[config.mk]
export PLATFORM = sky130hd
export DESIGN_NAME = rvm_regs
export DESIGN_NICKNAME = d
export VERILOG_FILES = /design/src/rtl/rvm_pkg.sv /design/src/rtl/rvm_regs.sv /design/src/rtl/rvm_sync.sv
export SDC_FILE = /design/constraint.sdc
export NUM_CORES = 1
export LEC_CHECK = 0
export BUFFER_PORTS_ARGS = -buffer_cell sky130_fd_sc_hd__buf_2
export CORE_MARGIN = 3
export CORE_UTILIZATION = 40
export DETAILED_ROUTE_END_ITERATION = 8
export PLACE_DENSITY_LB_ADDON = 0.08
export SLEW_MARGIN = 20
export SYNTH_ARGS = -nofsm -noshare
export SYNTH_HDL_FRONTEND = slang
export SYNTH_SLANG_ARGS = --single-unit
[constraint.sdc]
create_clock -name mclk -period 2.76 [get_ports mclk]
set_input_delay 0.414 -clock mclk [delete_from_list [all_inputs] [get_ports mclk]]
set_output_delay 0.414 -clock mclk [all_outputs]
set_load 0.03 [all_outputs]
[src/rtl/rvm_pkg.sv]
// Package for the regulator voltage and mode register bank.
// Assumes a byte-wide register port from the two-wire management slave.
package rvm_pkg;

	// ------------------------------------------------------------
	// Register offsets
	// ------------------------------------------------------------
	localparam logic [7:0] ADDR_BUCK_SIX_SLEEP_VOLTAGE    = 8'h99;
	localparam logic [7:0] ADDR_LDO_TWO_VOLTAGE           = 8'h9A;
	localparam logic [7:0] ADDR_LDO_THREE_VOLTAGE         = 8'h9B;
	localparam logic [7:0] ADDR_BUCK_ONE_TO_THREE_CONTROL = 8'h9C;

	// ------------------------------------------------------------
	// Field positions
	// ------------------------------------------------------------
	localparam int B6_CODE_LSB    = 1;
	localparam int B6_CODE_MSB    = 7;
	localparam int LDO_SLEEP_LSB  = 4;
	localparam int LDO_SLEEP_MSB  = 7;
	localparam int LDO_NORMAL_LSB = 0;
	localparam int LDO_NORMAL_MSB = 3;
	localparam int MODE_ONE_BIT   = 3;
	localparam int MODE_TWO_BIT   = 4;
	localparam int MODE_THREE_BIT = 5;
	localparam int DIS_ONE_BIT    = 0;
	localparam int DIS_TWO_BIT    = 1;
	localparam int DIS_THREE_BIT  = 2;

	// ------------------------------------------------------------
	// Reset values (stand-ins for the one-time-programmable defaults)
	// ------------------------------------------------------------
	localparam logic [7:0] RST_BUCK_SIX_SLEEP = 8'h00;
	localparam logic [7:0] RST_LDO_TWO        = 8'h00;
	localparam logic [7:0] RST_LDO_THREE      = 8'h00;
	localparam logic [5:0] RST_BUCK_CTRL      = 6'h3F;

	// Readable masks: reserved bits read zero
	localparam logic [7:0] MASK_BUCK_SIX_SLEEP = 8'hFE;
	localparam logic [7:0] MASK_BUCK_CTRL      = 8'h3F;

	// Buck six step table selection
	typedef enum logic [1:0] {
		RVM_STEP_10MV = 2'b01,
		RVM_STEP_25MV = 2'b10
	} rvm_step_e;

endpackage

[src/rtl/rvm_regs.sv]
// Voltage code and buck mode/disable register bank of the power manager.
// Assumes a byte-wide register port driven by the two-wire slave on mclk.
`timescale 1ns/1ps
`default_nettype none
module rvm_regs
	import rvm_pkg::*;
#(
	parameter int ENABLE_PINS = 6
)
(
	// Clock and reset
	input  wire logic                      mclk,
	input  wire logic                      arst_n,
	// Register port
	input  wire logic [7:0]                reg_addr,
	input  wire logic                      reg_wr,
	input  wire logic [7:0]                reg_wdata,
	input  wire logic                      reg_rd,
	output logic      [7:0]                reg_rdata,
	output logic                           reg_hit,
	// Enable pins and rail assignment
	input  wire logic [ENABLE_PINS-1:0]    rail_enable_control_pins,
	input  wire logic [2:0][2:0]           buck_pin_select,
	input  wire logic                      buck_six_step_select,
	// Regulator controls
	output logic      [6:0]                buck_six_sleep_voltage_code,
	output rvm_pkg::rvm_step_e             buck_six_step_table,
	output logic      [3:0]                ldo_two_sleep_voltage_code,
	output logic      [3:0]                ldo_two_normal_voltage_code,
	output logic      [3:0]                ldo_three_sleep_voltage_code,
	output logic      [3:0]                ldo_three_normal_voltage_code,
	output logic                           buck_one_mode_select,
	output logic                           buck_two_mode_select,
	output logic                           buck_three_mode_select,
	output logic      [2:0]                buck_run
);
	import rvm_pkg::*;

	// ------------------------------------------------------------
	// Parameter check
	// ------------------------------------------------------------
	generate
		if (ENABLE_PINS < 1 || ENABLE_PINS > 8)
		begin : g_bad
			$error("ENABLE_PINS must be 1 to 8");
		end
	endgenerate

	logic [7:0]             b6_q;
	logic [7:0]             ldo2_q;
	logic [7:0]             ldo3_q;
	logic [5:0]             ctrl_q;
	logic [ENABLE_PINS-1:0] pin_lvl;
	logic                   wr_b6;
	logic                   wr_ldo2;
	logic                   wr_ldo3;
	logic                   wr_ctrl;

	// ------------------------------------------------------------
	// Pin synchronisers
	// ------------------------------------------------------------
	genvar gi;
	generate
		for (gi = 0; gi < ENABLE_PINS; gi++)
		begin : g_sync
			rvm_sync u_sync
			(
				.mclk      (mclk),
				.arst_n    (arst_n),
				.pin_in    (rail_enable_control_pins[gi]),
				.level_out (pin_lvl[gi])
			);
		end
	endgenerate

	// ------------------------------------------------------------
	// Address decode
	// ------------------------------------------------------------
	always_comb
	begin
		wr_b6   = 1'b0;
		wr_ldo2 = 1'b0;
		wr_ldo3 = 1'b0;
		wr_ctrl = 1'b0;
		reg_hit = 1'b1;
		if (reg_addr == ADDR_BUCK_SIX_SLEEP_VOLTAGE)
			wr_b6 = reg_wr;
		else if (reg_addr == ADDR_LDO_TWO_VOLTAGE)
			wr_ldo2 = reg_wr;
		else if (reg_addr == ADDR_LDO_THREE_VOLTAGE)
			wr_ldo3 = reg_wr;
		else if (reg_addr == ADDR_BUCK_ONE_TO_THREE_CONTROL)
			wr_ctrl = reg_wr;
		else
			reg_hit = 1'b0;
	end

	// ------------------------------------------------------------
	// Voltage code registers
	// ------------------------------------------------------------
	// Buck six sleep code; bit 0 never stored so it reads zero
	always_ff @(posedge mclk or negedge arst_n)
	begin
		if (!arst_n)
			b6_q <= RST_BUCK_SIX_SLEEP;
		else if (wr_b6)
			b6_q <= reg_wdata & MASK_BUCK_SIX_SLEEP;
	end

	// LDO two sleep and normal codes
	always_ff @(posedge mclk or negedge arst_n)
	begin
		if (!arst_n)
			ldo2_q <= RST_LDO_TWO;
		else if (wr_ldo2)
			ldo2_q <= reg_wdata;
	end

	// LDO three sleep and normal codes
	always_ff @(posedge mclk or negedge arst_n)
	begin
		if (!arst_n)
			ldo3_q <= RST_LDO_THREE;
		else if (wr_ldo3)
			ldo3_q <= reg_wdata;
	end

	// ------------------------------------------------------------
	// Buck control register
	// ------------------------------------------------------------
	// Bits 7:6 are not stored; a reserved mode write of 0 is kept as written,
	// since the host is the one bound not to write it
	always_ff @(posedge mclk or negedge arst_n)
	begin
		if (!arst_n)
			ctrl_q <= RST_BUCK_CTRL;
		else if (wr_ctrl)
			ctrl_q <= reg_wdata[5:0];
	end

	// ------------------------------------------------------------
	// Read data, registered
	// ------------------------------------------------------------
	always_ff @(posedge mclk or negedge arst_n)
	begin
		if (!arst_n)
			reg_rdata <= 8'h00;
		else if (reg_rd)
		begin
			if (reg_addr == ADDR_BUCK_SIX_SLEEP_VOLTAGE)
				reg_rdata <= b6_q & MASK_BUCK_SIX_SLEEP;
			else if (reg_addr == ADDR_LDO_TWO_VOLTAGE)
				reg_rdata <= ldo2_q;
			else if (reg_addr == ADDR_LDO_THREE_VOLTAGE)
				reg_rdata <= ldo3_q;
			else if (reg_addr == ADDR_BUCK_ONE_TO_THREE_CONTROL)
				reg_rdata <= {2'b00, ctrl_q} & MASK_BUCK_CTRL;
			else
				reg_rdata <= 8'h00;
		end
	end

	// ------------------------------------------------------------
	// Field outputs
	// ------------------------------------------------------------
	assign buck_six_sleep_voltage_code   = b6_q[B6_CODE_MSB:B6_CODE_LSB];
	assign ldo_two_sleep_voltage_code    = ldo2_q[LDO_SLEEP_MSB:LDO_SLEEP_LSB];
	assign ldo_two_normal_voltage_code   = ldo2_q[LDO_NORMAL_MSB:LDO_NORMAL_LSB];
	assign ldo_three_sleep_voltage_code  = ldo3_q[LDO_SLEEP_MSB:LDO_SLEEP_LSB];
	assign ldo_three_normal_voltage_code = ldo3_q[LDO_NORMAL_MSB:LDO_NORMAL_LSB];
	assign buck_three_mode_select        = ctrl_q[MODE_THREE_BIT];
	assign buck_two_mode_select          = ctrl_q[MODE_TWO_BIT];
	assign buck_one_mode_select          = ctrl_q[MODE_ONE_BIT];

	// Step table choice for the buck six code
	assign buck_six_step_table = buck_six_step_select ? RVM_STEP_25MV : RVM_STEP_10MV;

	// ------------------------------------------------------------
	// Buck run gating
	// ------------------------------------------------------------
	// Soft disable overrides the assigned pin; releasing it hands control
	// straight back to the pin with no stored state to clear
	logic [2:0] pin_req;
	always_comb
	begin
		for (int i = 0; i < 3; i++)
		begin
			if (int'(buck_pin_select[i]) < ENABLE_PINS)
				pin_req[i] = pin_lvl[buck_pin_select[i]];
			else
				pin_req[i] = 1'b0;
		end
	end

	always_ff @(posedge mclk or negedge arst_n)
	begin
		if (!arst_n)
			buck_run <= 3'b000;
		else
		begin
			buck_run[0] <= pin_req[0] & ctrl_q[DIS_ONE_BIT];
			buck_run[1] <= pin_req[1] & ctrl_q[DIS_TWO_BIT];
			buck_run[2] <= pin_req[2] & ctrl_q[DIS_THREE_BIT];
		end
	end

endmodule
`default_nettype wire

[src/rtl/rvm_sync.sv]
// Three-stage synchroniser with agreement filter for one pin level.
// Assumes pin input asynchronous to mclk.
`timescale 1ns/1ps
`default_nettype none
module rvm_sync
(
	// Clock and reset
	input  wire logic mclk,
	input  wire logic arst_n,
	// Level
	input  wire logic pin_in,
	output logic      level_out
);

	logic s1_q;
	logic s2_q;
	logic s3_q;

	// ------------------------------------------------------------
	// Sync chain
	// ------------------------------------------------------------
	// First stage feeds only the second
	always_ff @(posedge mclk or negedge arst_n)
	begin
		if (!arst_n)
		begin
			s1_q <= 1'b0;
			s2_q <= 1'b0;
			s3_q <= 1'b0;
		end
		else
		begin
			s1_q <= pin_in;
			s2_q <= s1_q;
			s3_q <= s2_q;
		end
	end

	// Change counts once stages two and three agree
	always_ff @(posedge mclk or negedge arst_n)
	begin
		if (!arst_n)
			level_out <= 1'b0;
		else if (s2_q == s3_q)
			level_out <= s3_q;
	end

endmodule
`default_nettype wire

==> run metrics, run 1 <==
Num CTS Buffers 9; Yosys warning count 0; number of I/O pins 76; CTS max path bufs 2; status complete, no violations; clock root cell clkbuf_8; CP arrival ~1.5 ns; Die H ~89 um; DP Area between 0.003 and 0.004 mm^2; largest net degree at the start of global routing approximately 60; GPL Wtd Cong ~0.77; synth unique cells 36; post-synthesis cell area between 0.002 and 0.003 mm^2; post-route insts no fill approximately 350; critical path required time between 2 and 2.5 ns; Initial Util 0.4215; Total Die Area slightly below 0.008 mm^2; routing usage on met2 0.2148; CTS Sinks 64; commonest non-fill, non-tap cells in the layout buf_2, dfrtp_1, mux2_2, clkbuf_8; Worst-Margin Slew about 0.76 ns; number of nets in the layout 299; post-route cell area 0.003396 mm^2; Power Dens Cells around 630 mW/mm^2; clock slew at reported path FFs 0.07 ns; post-synthesis sequential area ratio 0.5910; DRC Markers 0; M1 GR Usage 0.2261; Final ANT Viol Nets 0; Final Critical Period 1.955 ns; CP max FO 7; post-detail-place hpwl about 4000 um; CP Launch Type input port; DR pass1 iterations 6; DR WL/cell 16.79 um; Mapped Nets ~220; critical path class input port to output pin; worst skew pair latency between 0.3 and 0.4 ns; CP endpoint kind output pin; number of global-route vias before repair 1,787; Post-Route Skew about 0.0021 ns; FILL cells approximately 570; Hold Violations, Final 0; Vias 1,835; Mapped Cells approximately 180; 1st-iter DRT viols 84; RSZ-0062 raised after global routing no; Max-cap violations 0; final core utilization 0.5258; placed cell count about 330; global-route wire length before repair roughly 9000 um; Final Slew Violations 0; Fin Hold WS roughly 0.19 ns; Die Wd slightly below 90 um; initial antenna violation count 0; Max VDD drop 252.0 uV; TNS Setup 0 ns; Main synth FF type dfrtp_1; synthesis-to-finish area growth 24.72%; final wirelength 5792 um; ANT cells 0; gr busiest metal met1; core box area around 0.0065 mm^2; Overflow after GRT 0; Post-synth EDFFs 0; Lkg Pwr 1.690 nW; Vias/cell between 5 and 6; commonest non-fill, non-tap cell in the layout buf_2; max_slew headroom 0.4964; Total Routing Usage GR 0.1538; syn avg cell area 14.96 um^2; Yosys reg bits between 60 and 70; layout cells sized above 1 0.5336; Tcrit/Tclk final 0.7084; PortBufs 75; fmax approximately 500 MHz; Hold Path Class input port to flip-flop; FFs w/ async S/R, synth 1.000; M3 GR Usage 0.03911; H-tree levels 3; Cell Rows 29; CTS tree done; Final setup viols 0
[Yosys cell counts (4+ instances only)]
cell type  instances  area, um^2
dfrtp_1           58        1451
nand3b_1           4       30.03
dfstp_2            6       157.7
nor4bb_1           6       60.06
o21ai_0            4       20.02
maj3_1             6       60.06
mux2_2            33       371.6
nand2_1            5       18.77
nor2b_1            4       25.02
inv_1              5       18.77
[final timing paths]
check	from	end	slack, ns	depth (start not counted)
worst max-delay path	reg_addr[6]	reg_hit	0.80	5
max in group asynchronous	arst_n	ldo2_q[1]$_DFFE_PN0P_	1.39	3
worst min register to register	g_sync[5].u_sync.s1_q$_DFF_PN0_	g_sync[5].u_sync.s2_q$_DFF_PN0_	0.35	0
min in group asynchronous	arst_n	g_sync[0].u_sync.level_out$_DFFE_PN0N_	0.42	2
worst min-delay path	rail_enable_control_pins[1]	g_sync[1].u_sync.s1_q$_DFF_PN0_	0.19	1
worst max register to register	ldo3_q[1]$_DFFE_PN0P_	reg_rdata[1]$_DFFE_PN0P_	1.57	3
[flip-flops by register name, summed over array words and instances (netlist names)]
register                 flops
g_sync.u_sync.level_out      6
g_sync.u_sync.s1_q           6
ctrl_q                       6
ldo3_q                       8
b6_q                         7
g_sync.u_sync.s3_q           6
ldo2_q                       8
g_sync.u_sync.s2_q           6
buck_run                     3
reg_rdata                    8
[logic make-up (layout without fill, tap and decap cells)]
group / count (synthesis) / in the layout / synth area share
simple gates: 38 / 38 / 0.1245
flops: 64 / 64 / 0.5910
buf+inv: 12 / 98 / 0.02343
fa+ha+maj: 6 / 6 / 0.02206
xor+xnor: 1 / 1 / 0.003217
mux: 39 / 39 / 0.1723
compound gates: 22 / 22 / 0.06342
[routing by layer]
layer / wire length, um / up-vias
li1: - / 847
met2: 2533 / 64
met3: 349 / 9
met1: 2826 / 915
met4: 82 / 0
met5: 0 / -
[cell type report]
class	count	area [um^2]	area share
flip-flops and latches	64	1609	0.4738
multi-input cells	106	1050	0.3091
repair buffers	77	392.9	0.1157
clock buffers	10	137.6	0.04053
well taps	77	96.34	0.02837
clock inverters	6	91.34	0.02690
inverters	5	18.77	0.005527
[worst max-delay path, cell delays in order]
cell and delay [ns]:
buf_2 0.09, and4bb_2 0.45, nand2_1 0.22, nor2_1 0.15, buf_2 0.21
[timing repair]
action / 4_1_cts / 5_1_grt
gates resized for setup: 0 / 0
hold buffers: 1 / 0
buffers inserted: 0 / 0
endpoints found under the hold margin: 4 / 0
[per-stage QoR]
step / total power (W) / setup slack, ns
5_1_grt: 0.002225 / 0.7204
4_1_cts: 0.002164 / 0.7908
3_5_place_dp: 0.001249 / 0.7962
3_3_place_gp: 0.001247 / 0.7832
2_1_floorplan: 0.001153 / 0.9294
6_report: 0.002135 / 0.8047
[power breakdown]
group	switching [W]	total, W	internal [W]	leakage [nW]
Clock	0.000368	0.000906	0.000538	0.117
Sequential	0.0000311	0.00102	0.000985	0.813
Combinational	0.000126	0.000214	0.0000876	0.760
Note: power is estimated with default switching activity, not from simulation.
==> run 2: changes to the inputs <==
Clock period 2.76 ns to 1.8 ns, I/O delays scaled along.
==> run 2 against run 1 <==
Combinational power grew 58%. Largest cell class unchanged. Flip-flop and latch count unchanged. Critical path depth did not move. Non-clock buffer count grew 4. Clock skew increased by 0.0021 ns. Critical endpoint unchanged. Power increased by 58%. Cell count grew 1.2%. Core utilization grew 0.89 points. Global-route usage is 0.87 points higher.
==> run metrics, run 2 (same netlist as run 1, synthesis figures left out) <==
FILL cells 556 (-2.8%); CP arrival 1.35 ns (-0.19 ns); critical path class input port to output pin; H-tree levels 3 (unchanged); worst skew pair latency 0.33 ns (about the same); CTS tree done; Initial Util 0.4215 (unchanged); layout cells sized above 1 0.5404 (+0.006859); commonest non-fill, non-tap cells in the layout buf_2, dfrtp_1, mux2_2, clkbuf_8; CP Launch Type input port; routing usage on met2 0.2250 (+0.01020); number of global-route vias before repair 1,807 (+1.1%); largest net degree at the start of global routing 30 (-51%); Num CTS Buffers 9 (unchanged); M1 GR Usage 0.2463 (+0.02018); Die Wd 88.50 um (unchanged); Worst path most repeated cell buf_2; Cell Rows 29 (unchanged); synthesis-to-finish area growth 26.84%; DRC Markers 0 (unchanged); clock root cell clkbuf_8; Final Slew Violations 0 (unchanged); Top Registers ldo2_q x8, ldo3_q x8, reg_rdata x8; Max VDD drop 511.9 uV (+100%); Worst-Margin Slew 0.5297 ns (-0.2256 ns); Total Die Area 0.007832 mm^2 (unchanged); initial antenna violation count 0 (unchanged); CP max FO 7 (unchanged); register area 0.001609 mm^2 (unchanged); Final setup viols 0 (unchanged); commonest non-fill, non-tap cell in the layout buf_2; Die H 88.50 um (unchanged); Post-Route Skew 0.004222 ns (+0.002147 ns); M3 GR Usage 0.03818 (-0.0009311); WP buf/inv 2 (unchanged); core box area 0.006459 mm^2 (unchanged); post-CTS setup buffer count 0 (unchanged); critical path required time 1.53 ns (-0.82 ns); Vias 1,839 (+0.22%); slowest cell on the critical path and4bb_2; Place WS 0.1590 ns (-0.6372 ns); max_slew headroom 0.6469 (+0.1504); Total Routing Usage GR 0.1625 (+0.008725); Final ANT Viol Nets 0 (unchanged); Fin Hold WS 0.04220 ns (-0.1463 ns); gr busiest metal met1; clock slew at reported path FFs 0.07 ns (about the same); Lkg Pwr 1.715 nW (+1.5%); GPL Wtd Cong 0.7266 (-5.5%); number of I/O pins 76 (unchanged); ANT cells 0 (unchanged); final wirelength 5884 um (+1.6%); worst stage delay on the critical path 0.46 ns (about the same); CP endpoint kind output pin; Power Dens Cells 975.8 mW/mm^2 (+55%); status complete, no violations; CTS-repair resized insts 0 (unchanged); CTS Sinks 64 (unchanged); PortBufs 75 (unchanged); TNS Setup 0 ns (unchanged); multi-input logic area 0.001050 mm^2 (unchanged); cell class contributing the biggest share of worst-path delay simple AND/OR/NAND/NOR gates; final setup margin 0.1805 ns (-0.6243 ns); global-route wire length before repair 9618 um (+6.6%); Hold Path Class input port to flip-flop; Hold Violations, Final 0 (unchanged); RSZ-0062 raised after global routing no; number of nets in the layout 303 (+1.3%); Max-cap violations 0 (unchanged); critical path cell sequence buf_2 -> and4bb_2 -> nand2_1 -> nor2_1 -> buf_2; Tcrit/Tclk final 0.8997; DR WL/cell 16.86 um (+0.42%); Final Critical Period between 1.5 and 2 ns; fmax ~600 MHz; Overflow after GRT 0 (unchanged); post-detail-place hpwl 4220 um (+5.9%); 1st-iter DRT viols 88 (+4.8%); Vias/cell 5.269 (-0.93%); DR pass1 iterations 4 (-2); CTS max path bufs 2 (unchanged)
## run 2: cell types whose count changed in the layout (fill, tap and decap cells not counted)
cell        delta
bufinv_16      +1
inv_6          -1
buf_12         +1
buf_4          +3
clkbuf_8       -1
clkinvlp_4     +1
## run 2: what timing repair did
item                                   4_1_cts  5_1_grt
hold buffers                                 1        0
endpoints found under the hold margin       17        0
setup endpoints to repair                    0        0
## run 2: path summary, 6_finish.rpt
path	slack (ns)	depth (start not counted)	to	from
setup / recovery	0.18	5	reg_hit	reg_addr[6]
hold / removal	0.04	1	g_sync[4].u_sync.s1_q$_DFF_PN0_	rail_enable_control_pins[4]
setup reg to reg	0.58	3	buck_run[2]$_DFF_PN0_	g_sync[5].u_sync.level_out$_DFFE_PN0N_
hold reg to reg	0.35	0	g_sync[5].u_sync.s2_q$_DFF_PN0_	g_sync[5].u_sync.s1_q$_DFF_PN0_
max in group asynchronous	0.74	3	ctrl_q[4]$_DFFE_PN1P_	arst_n
min in group asynchronous	0.45	2	buck_run[2]$_DFF_PN0_	arst_n
## run 2: area by class of cell
cell class,count,share of cell area
clock buffer,9,0.03587
clock inverter,7,0.03478
inverter,5,0.005435
multi-input combinational,106,0.3040
sequential,64,0.4659
tap,77,0.02790
timing repair buffer,81,0.1261
## run 2: metrics by stage
step / instances / cell area, um^2 / util / power (W)
floorplan: 182 / 2723 / - / 0.001769
global placement: 332 / 3199 / 0.4954 / 0.001924
detailed placement: 332 / 3199 / 0.4954 / 0.001926
CTS: 349 / 3453 / 0.5347 / 0.003419
global route: 349 / 3453 / 0.5347 / 0.003505
finish: 349 / 3453 / 0.5347 / 0.003370
## run 2: worst register-to-register path, cell delays in order, from the launching register on
cell	delay (ns)
dfrtp_1	0.42
mux4_2	0.49
nand3b_1	0.10
o31ai_1	0.09
## run 2: routing by layer
layer,up-vias,share of wire
li1,864,-
met1,894,0.49
met2,72,0.43
met3,9,0.065
met4,0,0.016
met5,-,0
## run 2: power by group
| part | total [W] | switching [W] | internal [W] |
|---|---|---|---|
| registers | 0.00156 | 0.0000488 | 0.00151 |
| clock network | 0.00147 | 0.000551 | 0.000921 |
| logic | 0.000338 | 0.000196 | 0.000142 |
